--- config.mk ---
export PLATFORM = sky130hd
export DESIGN_NAME = reset_source_sequencer
export DESIGN_NICKNAME = d
export VERILOG_FILES = /design/src/common/rss_pkg.sv /design/src/hdl/reset_source_sequencer.sv
export SDC_FILE = /design/constraint.sdc
export NUM_CORES = 1
export LEC_CHECK = 0
export BUFFER_PORTS_ARGS = -buffer_cell sky130_fd_sc_hd__buf_4
export CORE_ASPECT_RATIO = 1.75
export CORE_UTILIZATION = 57
export CTS_CLUSTER_SIZE = 40
export DETAILED_ROUTE_END_ITERATION = 12
export PLACE_DENSITY = 0.86
export SYNTH_ARGS = -nofsm -noshare
export SYNTH_HDL_FRONTEND = slang
export SYNTH_SLANG_ARGS = --single-unit
--- constraint.sdc ---
create_clock -name clk_i -period 5.4 [get_ports clk_i]
set_input_delay 1.08 -clock clk_i [delete_from_list [all_inputs] [get_ports clk_i]]
set_output_delay 1.08 -clock clk_i [all_outputs]
set_load 0.005 [all_outputs]
--- src/common/rss_pkg.sv ---
// Notes on behaviour
// Pin cause set after 67/4163 low cycles.
// Held-low reset pin halts all processing.
// Internal causes drive pin low 32 cycles.
// Internal reset holds 32 cycles after release.
// Power-on/low-voltage drive pin 4096+32 cycles.
// Power-on: clocks held off 4096 cycles.
// Power-on sets its flag, clears others.
// Watchdog overflow resets and sets flag.
// Service write clears watchdog, prescale bits 12:5.
// 13-bit prescale on oscillator falling edge.
// Watchdog disabled only by test-voltage combinations.
// Watchdog reset input is asynchronous.
// Illegal opcode sets flag and resets.
// Stop with stop disabled is illegal opcode.
// Only unmapped opcode fetches cause address reset.
// Low voltage: flag, long drive, late release.
// Monitor-entry input causes internal reset.
// Stop instruction clears the prescale counter.
// Stop recovery waits 4096 or 32 oscillator cycles.
// Pin reset leaves prescale alone; free running.
// Interrupt entry saves and masks; return restores.
// Every reset gives vector FFFE, monitor FEFE.
// Internal reset clears prescale, external does not.
// Reset pin and watchdog input double synchronised.
package rss_pkg;

	// ==========================================================
	// Timing counts in internal clock cycles; stop recovery counts are in oscillator cycles.
	localparam logic [12:0] PIN_LOW_CYCLES    = 13'h0043;
	localparam logic [12:0] POR_PIN_CYCLES    = 13'h1043;
	localparam logic [12:0] DRIVE_CYCLES      = 13'h0020;
	localparam logic [12:0] POR_DRIVE_CYCLES  = 13'h1020;
	localparam logic [12:0] HOLD_CYCLES       = 13'h0020;
	localparam logic [12:0] OSC_STAB_CYCLES   = 13'h1000;
	localparam logic [12:0] STOP_LONG_CYCLES  = 13'h1000;
	localparam logic [12:0] STOP_SHORT_CYCLES = 13'h0020;

	// ==========================================================
	// Counter layout.
	localparam int          PRESCALE_BITS  = 13;
	localparam int          SERVICE_LO_BIT = 5;
	localparam int          WDOG_BITS      = 6;
	localparam logic [15:0] SERVICE_ADDR   = 16'hFFFF;
	localparam logic [15:0] VECTOR_USER    = 16'hFFFE;
	localparam logic [15:0] VECTOR_MONITOR = 16'hFEFE;

	// ==========================================================
	// Register map (byte addresses) and fields.
	localparam logic [7:0]  CAUSE_ADDR   = 8'h00;
	localparam logic [7:0]  CTRL_ADDR    = 8'h04;
	localparam logic [7:0]  SVC_ADDR     = 8'h08;
	localparam logic [7:0]  STATUS_ADDR  = 8'h0C;
	localparam int          CAUSE_POR    = 6;
	localparam int          CAUSE_PIN    = 5;
	localparam int          CAUSE_WDOG   = 4;
	localparam int          CAUSE_ILLEGAL_OPCODE_FLAG   = 3;
	localparam int          CAUSE_ILLEGAL_ADDRESS_FLAG   = 2;
	localparam int          CAUSE_MON    = 1;
	localparam int          CAUSE_LVD    = 0;
	localparam logic [6:0]  CAUSE_RESET  = 7'h40;
	localparam int          CTRL_STOPEN  = 0;
	localparam int          CTRL_SHORT   = 1;
	localparam int          CTRL_MONITOR = 2;
	localparam int          CTRL_BREAK   = 3;
	localparam logic [3:0]  CTRL_RESET   = 4'h0;
	localparam int          ST_WDOG_LO   = 16;
	localparam int          ST_PHASE_LO  = 24;
	localparam logic [1:0]  RESP_OKAY    = 2'h0;
	localparam logic [1:0]  RESP_SLVERR  = 2'h2;

	typedef enum logic [2:0] {
		PH_RUN,
		PH_PIN,
		PH_DRIVE,
		PH_HOLD,
		PH_STOP,
		PH_RECOVER
	} phase_t;

	typedef struct packed {
		logic        illegal_opcode;
		logic        stop_instr;
		logic        opcode_fetch;
		logic        unmapped_addr;
		logic        wake;
		logic        int_entry;
		logic        int_return;
		logic        write;
		logic [15:0] addr;
	} cpu_events_t;

	typedef struct packed {
		logic save_regs;
		logic set_mask;
		logic restore_regs;
	} cpu_actions_t;

endpackage

--- src/hdl/reset_source_sequencer.sv ---
`timescale 1ns/1ps
module reset_source_sequencer
	import rss_pkg::*;
#(
	parameter logic [12:0] POR_DRIVE_LEN = POR_DRIVE_CYCLES,
	parameter logic [12:0] POR_PIN_LEN   = POR_PIN_CYCLES
)(
	// Clock and reset.
	input  wire logic         clk_i,
	input  wire logic         sys_rst_i,
	// Reset pin and asynchronous sources.
	input  wire logic         rst_pin_i,
	output logic              rst_pin_o,
	output logic              rst_pin_oe_n_o,
	input  wire logic         power_on_pulse_i,
	input  wire logic         low_voltage_i,
	input  wire logic         watchdog_reset_i,
	input  wire logic         monitor_entry_reset_i,
	input  wire logic         selected_osc_clock_i,
	input  wire logic         rst_high_voltage_i,
	input  wire logic         interrupt_line_one_high_voltage_i,
	// CPU side.
	input  wire cpu_events_t  cpu_i,
	output cpu_actions_t      cpu_o,
	output logic              internal_reset_o,
	output logic              internal_bus_clocks_o,
	output logic              clock_generator_output_o,
	output logic [15:0]       reset_vector_o,
	// AXI4-Lite slave.
	input  wire logic         s_axi_awvalid_i,
	output logic              s_axi_awready_o,
	input  wire logic [7:0]   s_axi_awaddr_i,
	input  wire logic         s_axi_wvalid_i,
	output logic              s_axi_wready_o,
	input  wire logic [31:0]  s_axi_wdata_i,
	input  wire logic [3:0]   s_axi_wstrb_i,
	output logic              s_axi_bvalid_o,
	input  wire logic         s_axi_bready_i,
	output logic [1:0]        s_axi_bresp_o,
	input  wire logic         s_axi_arvalid_i,
	output logic              s_axi_arready_o,
	input  wire logic [7:0]   s_axi_araddr_i,
	output logic              s_axi_rvalid_o,
	input  wire logic         s_axi_rready_i,
	output logic [31:0]       s_axi_rdata_o,
	output logic [1:0]        s_axi_rresp_o
);

	// ==========================================================
	// State.
	typedef struct packed {
		phase_t                    phase;
		logic                      long_seq;
		logic [12:0]               seq_cnt;
		logic [12:0]               pin_cnt;
		logic [PRESCALE_BITS-1:0]  prescale;
		logic [WDOG_BITS-1:0]      wdog;
		logic [6:0]                cause;
		logic [3:0]                ctrl;
		logic [1:0]                pin_s;
		logic [1:0]                por_s;
		logic [1:0]                lvd_s;
		logic [1:0]                wdr_s;
		logic [1:0]                mon_s;
		logic [1:0]                rhv_s;
		logic [1:0]                ihv_s;
		logic [1:0]                osc_s;
		logic                      osc_d;
		logic                      aw_got;
		logic [7:0]                aw_addr;
		logic                      w_got;
		logic [31:0]               w_data;
		logic                      w_lane0;
		logic                      bvalid;
		logic [1:0]                bresp;
		logic                      rvalid;
		logic [31:0]               rdata;
		logic [1:0]                rresp;
		cpu_actions_t              act;
	} state_t;

	state_t s;
	state_t next_s;

	// ==========================================================
	// Helpers.
	function automatic logic mapped(input logic [7:0] a);
		mapped = (a == CAUSE_ADDR) || (a == CTRL_ADDR) || (a == SVC_ADDR)
			|| (a == STATUS_ADDR);
	endfunction

	function automatic state_t reset_value();
		state_t r;
		r          = '0;
		r.phase    = PH_DRIVE;
		r.long_seq = 1'b1;
		r.cause    = CAUSE_RESET;
		r.ctrl     = CTRL_RESET;
		r.pin_s    = 2'h3;
		r.osc_s    = 2'h0;
		r.osc_d    = 1'b0;
		r.rhv_s    = 2'h0;
		return r;
	endfunction

	logic       pin_low;
	logic       osc_fall;
	logic       wdog_off;
	logic       wdog_ovf;
	logic       service;
	logic       do_write;
	logic [6:0] cause_set;
	logic       start_int;
	logic       start_long;
	logic       running;
	logic [12:0] drive_len;
	logic [12:0] pin_len;
	logic [12:0] stop_len;

	always_comb
	begin
		next_s = s;
		// Two-stage synchronisers for every asynchronous input.
		// Synchronise pin inputs.
		next_s.pin_s = {s.pin_s[0], rst_pin_i};
		next_s.por_s = {s.por_s[0], power_on_pulse_i};
		next_s.lvd_s = {s.lvd_s[0], low_voltage_i};
		// Asynchronous watchdog input.
		next_s.wdr_s = {s.wdr_s[0], watchdog_reset_i};
		next_s.mon_s = {s.mon_s[0], monitor_entry_reset_i};
		next_s.rhv_s = {s.rhv_s[0], rst_high_voltage_i};
		next_s.ihv_s = {s.ihv_s[0], interrupt_line_one_high_voltage_i};
		next_s.osc_s = {s.osc_s[0], selected_osc_clock_i};
		next_s.osc_d = s.osc_s[1];
		next_s.act   = '0;

		pin_low  = ~s.pin_s[1];
		// Falling oscillator edge.
		osc_fall = s.osc_d & ~s.osc_s[1];
		running  = (s.phase == PH_RUN);
		// Combinational watchdog disable.
		wdog_off = (s.ctrl[CTRL_MONITOR] & (s.rhv_s[1] | s.ihv_s[1]))
			| (s.ctrl[CTRL_BREAK] & s.rhv_s[1]);
		drive_len = s.long_seq ? POR_DRIVE_LEN : DRIVE_CYCLES;
		pin_len   = s.long_seq ? POR_PIN_LEN : PIN_LOW_CYCLES;
		stop_len  = s.ctrl[CTRL_SHORT] ? STOP_SHORT_CYCLES : STOP_LONG_CYCLES;

		// ==========================================================
		// Register bus.
		do_write = s.aw_got & s.w_got & ~s.bvalid;
		if (s_axi_awvalid_i && !s.aw_got && !s.bvalid)
		begin
			next_s.aw_got  = 1'b1;
			next_s.aw_addr = s_axi_awaddr_i;
		end
		if (s_axi_wvalid_i && !s.w_got && !s.bvalid)
		begin
			next_s.w_got   = 1'b1;
			next_s.w_data  = s_axi_wdata_i;
			next_s.w_lane0 = s_axi_wstrb_i[0];
		end
		if (do_write)
		begin
			next_s.aw_got = 1'b0;
			next_s.w_got  = 1'b0;
			next_s.bvalid = 1'b1;
			next_s.bresp  = mapped(s.aw_addr) ? RESP_OKAY : RESP_SLVERR;
			if (s.aw_addr == CTRL_ADDR && s.w_lane0)
			begin
				next_s.ctrl = s.w_data[3:0];
			end
		end
		if (s.bvalid && s_axi_bready_i)
		begin
			next_s.bvalid = 1'b0;
		end
		if (s_axi_arvalid_i && !s.rvalid)
		begin
			next_s.rvalid = 1'b1;
			next_s.rresp  = mapped(s_axi_araddr_i) ? RESP_OKAY : RESP_SLVERR;
			next_s.rdata  = 32'h0000_0000;
			unique case (s_axi_araddr_i)
				CAUSE_ADDR:  next_s.rdata[6:0] = s.cause;
				CTRL_ADDR:   next_s.rdata[3:0] = s.ctrl;
				STATUS_ADDR:
				begin
					next_s.rdata[PRESCALE_BITS-1:0] = s.prescale;
					next_s.rdata[ST_WDOG_LO +: WDOG_BITS] = s.wdog;
					next_s.rdata[ST_PHASE_LO +: 3] = s.phase;
				end
				default:     next_s.rdata = 32'h0000_0000;
			endcase
		end
		else if (s.rvalid && s_axi_rready_i)
		begin
			next_s.rvalid = 1'b0;
		end

		// ==========================================================
		// Prescale and watchdog.
		// Service write clears counters.
		service = (cpu_i.write && cpu_i.addr == SERVICE_ADDR)
			|| (do_write && s.aw_addr == SVC_ADDR);
		// Prescale free running.
		if (osc_fall && s.phase != PH_STOP)
		begin
			next_s.prescale = s.prescale + 13'h0001;
		end
		wdog_ovf = 1'b0;
		// Overflow clocks watchdog.
		if (osc_fall && s.phase != PH_STOP && &s.prescale && running && !wdog_off)
		begin
			next_s.wdog = s.wdog + 6'h01;
			wdog_ovf    = &s.wdog;
		end
		if (service)
		begin
			next_s.wdog = '0;
			next_s.prescale[PRESCALE_BITS-1:SERVICE_LO_BIT] = '0;
		end

		// ==========================================================
		// Reset causes.
		cause_set  = '0;
		start_long = s.por_s[1] | s.lvd_s[1];
		// Low-voltage flag.
		cause_set[CAUSE_LVD] = s.lvd_s[1] & ~s.por_s[1];
		start_int = 1'b0;
		if (running || s.phase == PH_STOP || s.phase == PH_RECOVER)
		begin
			// Watchdog timeout reset.
			cause_set[CAUSE_WDOG] = (wdog_ovf | s.wdr_s[1]) & ~wdog_off;
			// Illegal opcode reset.
			// Disabled stop is illegal.
			cause_set[CAUSE_ILLEGAL_OPCODE_FLAG] = running & (cpu_i.illegal_opcode
				| (cpu_i.stop_instr & ~s.ctrl[CTRL_STOPEN]));
			// Opcode fetches only.
			cause_set[CAUSE_ILLEGAL_ADDRESS_FLAG] = running & cpu_i.opcode_fetch & cpu_i.unmapped_addr;
			// Monitor entry reset.
			cause_set[CAUSE_MON]  = s.mon_s[1];
			start_int = |cause_set;
		end

		// Pin held long enough.
		if (pin_low)
		begin
			if (s.pin_cnt != 13'h1FFF)
			begin
				next_s.pin_cnt = s.pin_cnt + 13'h0001;
			end
			if (s.pin_cnt == pin_len - 13'h0001)
			begin
				cause_set[CAUSE_PIN] = 1'b1;
			end
		end
		else
		begin
			next_s.pin_cnt = '0;
		end

		// Hardware set wins over a software clear of the same bit.
		if (do_write && s.aw_addr == CAUSE_ADDR && s.w_lane0)
		begin
			next_s.cause = s.cause & ~s.w_data[6:0];
		end
		next_s.cause = next_s.cause | cause_set;
		// Power-on clears other flags.
		if (s.por_s[1])
		begin
			next_s.cause = CAUSE_RESET;
		end

		// ==========================================================
		// Sequencer.
		unique case (s.phase)
			PH_RUN:
			begin
				// Low pin halts processing.
				if (pin_low)
				begin
					next_s.phase = PH_PIN;
				end
				else if (cpu_i.stop_instr && s.ctrl[CTRL_STOPEN])
				begin
					next_s.phase = PH_STOP;
					// Stop clears prescale.
					next_s.prescale = '0;
				end
			end
			PH_PIN:
			begin
				if (!pin_low)
				begin
					next_s.phase   = PH_HOLD;
					next_s.seq_cnt = '0;
				end
			end
			PH_DRIVE:
			begin
				// Drive pin for set length.
				next_s.seq_cnt = s.seq_cnt + 13'h0001;
				if (s.seq_cnt == drive_len - 13'h0001)
				begin
					next_s.phase   = PH_HOLD;
					next_s.seq_cnt = '0;
				end
			end
			PH_HOLD:
			begin
				// Internal reset extends.
				next_s.seq_cnt = s.seq_cnt + 13'h0001;
				if (s.seq_cnt == HOLD_CYCLES - 13'h0001)
				begin
					next_s.phase    = pin_low ? PH_PIN : PH_RUN;
					next_s.long_seq = 1'b0;
				end
			end
			PH_STOP:
			begin
				if (cpu_i.wake)
				begin
					next_s.phase = PH_RECOVER;
				end
			end
			PH_RECOVER:
			begin
				// Stop recovery delay.
				if (s.prescale >= stop_len)
				begin
					next_s.phase = PH_RUN;
				end
			end
		endcase

		// Pin reset ends stop.
		if (pin_low && (s.phase == PH_STOP || s.phase == PH_RECOVER))
		begin
			next_s.phase = PH_PIN;
		end

		// Internal reset clears prescale.
		if (start_long || start_int)
		begin
			next_s.phase    = PH_DRIVE;
			next_s.seq_cnt  = '0;
			next_s.prescale = '0;
			next_s.wdog     = '0;
			// Long drive for power-on/low-voltage.
			next_s.long_seq = start_long;
		end

		// Interrupt entry and return.
		if (running)
		begin
			next_s.act.save_regs    = cpu_i.int_entry;
			next_s.act.set_mask     = cpu_i.int_entry;
			next_s.act.restore_regs = cpu_i.int_return;
		end
	end

	always_ff @(posedge clk_i)
	begin
		if (sys_rst_i)
		begin
			s <= reset_value();
		end
		else
		begin
			s <= next_s;
		end
	end

	// ==========================================================
	// Outputs.
	assign rst_pin_o        = 1'b0;
	assign rst_pin_oe_n_o   = (s.phase != PH_DRIVE);
	assign internal_reset_o = (s.phase == PH_PIN) || (s.phase == PH_DRIVE)
		|| (s.phase == PH_HOLD);
	// Clocks held off while oscillator settles.
	assign internal_bus_clocks_o = (s.phase != PH_STOP) && (s.phase != PH_RECOVER)
		&& !(s.phase == PH_DRIVE && s.long_seq && s.seq_cnt < OSC_STAB_CYCLES);
	assign clock_generator_output_o = (s.phase != PH_STOP);
	// Reset vector select.
	assign reset_vector_o  = s.ctrl[CTRL_MONITOR] ? VECTOR_MONITOR : VECTOR_USER;
	assign cpu_o           = s.act;
	assign s_axi_awready_o = ~s.aw_got & ~s.bvalid;
	assign s_axi_wready_o  = ~s.w_got & ~s.bvalid;
	assign s_axi_bvalid_o  = s.bvalid;
	assign s_axi_bresp_o   = s.bresp;
	assign s_axi_arready_o = ~s.rvalid;
	assign s_axi_rvalid_o  = s.rvalid;
	assign s_axi_rdata_o   = s.rdata;
	assign s_axi_rresp_o   = s.rresp;

endmodule

==> results_tabular.tex <==
\begin{tabular}{lr}
\hline
Metric & Value \\
\hline
\multicolumn{2}{l}{\textbf{Logic synthesis}} \\
\quad Top cell type by total area after synthesis & dfxtp\_1 \\
\quad Ys flop type & dfxtp\_1 \\
\quad Synthesized area per cell & 8.884 µm² \\
\quad Synthesized cell area & 5766 µm² \\
\quad FF+latch count, synth & 123 \\
\quad Syn Inst Count & 649 \\
\quad Asr flop ratio synth & 0\% \\
\quad Synth warnings & 0 \\
\quad Main area contributors after synthesis & dfxtp\_1 43\%, buf\_4 7.2\%, nor2\_1 4.4\% \\
\quad EDFF count, synth & 0 \\
\quad Post-synthesis cell type count & 60 \\
\quad Share of the synthesized area in the top cell type & 42.71\% \\
\quad Part of the Yosys area used for sequential elements & 42.71\% \\
\multicolumn{2}{l}{\textbf{Routing}} \\
\quad Routed WL & 12.67 mm \\
\quad Per-cell routed wire length & 14.83 µm \\
\quad Number of iterations in the first detailed-routing pass & 5 \\
\quad Post-route ant nets & 0 \\
\quad DRC viols & 0 \\
\quad Number of vias per cell & 5.583 \\
\quad Total number of vias & 4,768 \\
\quad Number of DRC markers in iteration 0 & 308 \\
\multicolumn{2}{l}{\textbf{Finish}} \\
\quad Filler-free cell count of the finished design & 854 \\
\quad Share of post-route cells with drive strength above 1 & 23.05\% \\
\quad Filler cell count in the final layout & 789 \\
\quad Diode count & 0 \\
\quad Most common library cell in the layout ignoring fill and taps & dfxtp\_1 \\
\quad Synth-to-Final Area Change & 18.06\% \\
\quad Number of nets in the layout & 815 \\
\quad Top library cells by usage in the layout, fill and taps aside & 123 x dfxtp\_1, 99 x buf\_4, 68 x nor2\_1 \\
\multicolumn{2}{l}{\textbf{Setup path}} \\
\quad Largest fanout on the critical path & 23 \\
\quad Critical path data required time & 5.74 ns \\
\quad Slack of the worst reg-to-reg path & 2.45 ns \\
\quad Largest stage delay, worst path & 0.80 ns \\
\quad Endpoint arrival time on the critical path & 3.58 ns \\
\quad CP max-delay cell & and3\_1 \\
\quad Startpoint kind of the worst setup timing path & input port \\
\quad Type of the setup path with the least slack & in -> reg \\
\quad Destination of the critical timing path & s\_axi\_rdata\_o[4] \\
\quad Reg-to-reg critical path startpoint & s\_axi\_rvalid\_o \\
\quad Launch point of the worst path & s\_axi\_arvalid\_i \\
\quad List of cells traversed by the critical path & buf\_4 > nand2\_1 > nor4\_4 > and3\_1 > a32oi\_1 > a21oi\_1 \\
\quad Critical R2R Capture & s\_axi\_rdata\_o[4] \\
\quad Kind of capture point of the worst setup path & flop \\
\quad Depth of the most critical reg-to-reg path & 6 \\
\multicolumn{2}{l}{\textbf{Die}} \\
\quad CORE AREA & 9849 µm² \\
\quad \# rows & 48 \\
\quad Die Wd & 78.03 µm \\
\quad Die height & 135.0 µm \\
\quad Number of top-level pins & 156 \\
\quad Starting density of the core & 58.54\% \\
\quad Full die area & 10,540 µm² \\
\multicolumn{2}{l}{\textbf{Timing}} \\
\quad Clock skew & 0.008363 ns \\
\quad Unrepaired setup endpoints after global routing & no \\
\quad Final number of setup-violating endpoints & 0 \\
\quad Worst Tran Pin Value & 0.9918 ns \\
\quad Share of the cycle needed by the critical path after routing & 60.02\% \\
\quad Max-slew violation count & 0 \\
\quad Setup total negative slack & 0 ns \\
\quad FMAX & 0.3085 GHz \\
\quad Shortest clock period the worst path allows after layout & 3.241 ns \\
\quad Max transition margin & 33.72\% \\
\quad Hold Vio Cnt, Final & 0 \\
\quad Post-Route Hold Slack & 0.4091 ns \\
\multicolumn{2}{l}{\textbf{Global routing}} \\
\quad Initial antenna violation count & 0 \\
\quad Via count of the first global-routing pass & 4,684 \\
\quad Aggregate global routing overflow & 0 \\
\quad Global router's overall resource usage & 25.26\% \\
\quad Largest net degree at the start of global routing & 70 \\
\quad Global-route wire length before repair & 20.86 mm \\
\multicolumn{2}{l}{\textbf{Min path}} \\
\quad Min-delay src & next\_s[100] \\
\quad Path class of the lowest-slack min-delay path & reg -> reg \\
\multicolumn{2}{l}{\textbf{Placement}} \\
\quad Total half-perimeter wirelength after legalization and detailed placement & 9.000 mm \\
\quad Number of buffers inserted by port buffering & 99 \\
\quad Number of placed cells counting well taps & 822 \\
\quad Routability congestion estimate & 0.8561 \\
\multicolumn{2}{l}{\textbf{Clock tree}} \\
\quad Clk Tree Root Cell & clkbuf\_16 \\
\quad Post-CTS repair timing setup buffer count & 0 \\
\quad Number of gates given a new drive strength after cts & 0 \\
\quad TritonCTS clock tree & built \\
\quad Number of buffers added to fix hold violations after cts & 0 \\
\quad Number of buffers inserted during clock tree synthesis & 17 \\
\quad Clock Pin Slew Worst Setup and Hold Paths & 0.06 ns \\
\quad Clk\_lat worst skew & 0.42 ns \\
\quad Total clock sinks & 123 \\
\quad Number of H-tree levels & 4 \\
\quad Clock Path Buffers & 2 \\
\multicolumn{2}{l}{\textbf{Pwr}} \\
\quad Highest ir drop seen on vdd & 0.2664 mV \\
\quad Internal & 1.687 mW \\
\quad Switching power & 0.4906 mW \\
\quad P\_leak & 2.776 nW \\
\quad Power per standard cell area & 320.0 nW/µm² \\
\quad Fraction of power consumed by sequential logic & 43.2\% \\
\quad Portion of total power attributed to the clock network & 51.3\% \\
\quad Share of total power in combinational logic & 5.5\% \\
\quad Power Total & 2.178 mW \\
\quad Switching share of power & 22.53\% \\
\multicolumn{2}{l}{\textbf{Run status}} \\
\quad Result of the run & finished clean \\
\multicolumn{2}{l}{\textbf{Flow run}} \\
\quad Max-cap violations & 0 \\
\hline
\end{tabular}
cell families (layout without fill, tap and decap cells):
kind of cell	count (synthesis)	after routing	synth area share (%)
other cells	2	28	0.1303
buf+inv	101	155	11.13
fa+ha+maj	8	8	1.736
compound gates	101	101	12.59
flops	123	123	42.71
xor+xnor	38	38	5.773
simple gates	266	266	24.13
mux	10	10	1.801
layer usage:
metal | wire length, µm | global-route usage, %
met2 | 7086 | 47.35
met1 | 4491 | 24.74
met4 | 428 | 14.30
met3 | 659 | 6.351
met5 | 0 | 0
synth_stat cells, drive strengths merged (11+ instances only):
master	n
dfxtp	123
o21ai	16
nand2	66
xnor2	13
nand3	20
nand4	16
nor2b	20
and3	11
a22oi	20
xor2	25
inv	24
buf	62
clkbuf	14
a21oi	33
nor2	78
stage by stage:
| stage | setup slack, ns | area, µm² | util [%] |
|---|---|---|---|
| 2_1_floorplan | 2.840 | 5863 | - |
| 3_3_place_gp | 1.872 | 6211 | 63.06 |
| 3_5_place_dp | 1.813 | 6211 | 63.06 |
| 4_1_cts | 2.181 | 6807 | 69.11 |
| 5_1_grt | 1.970 | 6807 | 69.11 |
| 6_report | 2.159 | 6807 | 69.11 |
final cells by class:
cell class              count  area [µm²]  share of cell area, %
multi-input cells         451        2759                  40.53
flip-flops and latches    123        2462                  36.18
repair buffers             99       743.2                  10.92
clock buffers              19       452.9                  6.654
well taps                 125       156.4                  2.298
clock inverters            13       142.6                  2.096
inverters                  24       90.09                  1.324
power groups by stage:
stage | logic, mW | registers, mW | clock network, mW
6_report | 0.119 | 0.941 | 1.12
5_1_grt | 0.130 | 0.943 | 1.17
4_1_cts | 0.119 | 0.941 | 1.12
3_5_place_dp | 0.117 | 0.959 | 0
3_3_place_gp | 0.113 | 0.958 | 0
2_1_floorplan | 0.0807 | 0.956 | 0
sequential cells by signal, summed over array words and instances, names as in the netlist:
name,count
s_axi_rvalid_o,1
s_axi_rdata_o,22
s_axi_bvalid_o,1
next_s,9
s,86
cpu_o,2
s_axi_rresp_o,1
s_axi_bresp_o,1
worst min path at each step:
| stage | cells after the start | endpoint | slack (ns) |
|---|---|---|---|
| after CTS | 1 | s[100] | 0.41 |
| after detailed placement | 1 | s[100] | 0.40 |
| after floorplan | 1 | s[100] | 0.39 |
| after global placement | 1 | s[100] | 0.40 |
| after global routing | 1 | s[100] | 0.43 |
| final | 1 | s[100] | 0.41 |
critical path, delay by kind of cell:
kind,cells,cell delay (ns)
buffers and inverters,1,0.09
AO/OA/AOI/OAI,2,0.37
AND/OR/NAND/NOR,3,2.02
(Power assumes the default switching activity.)
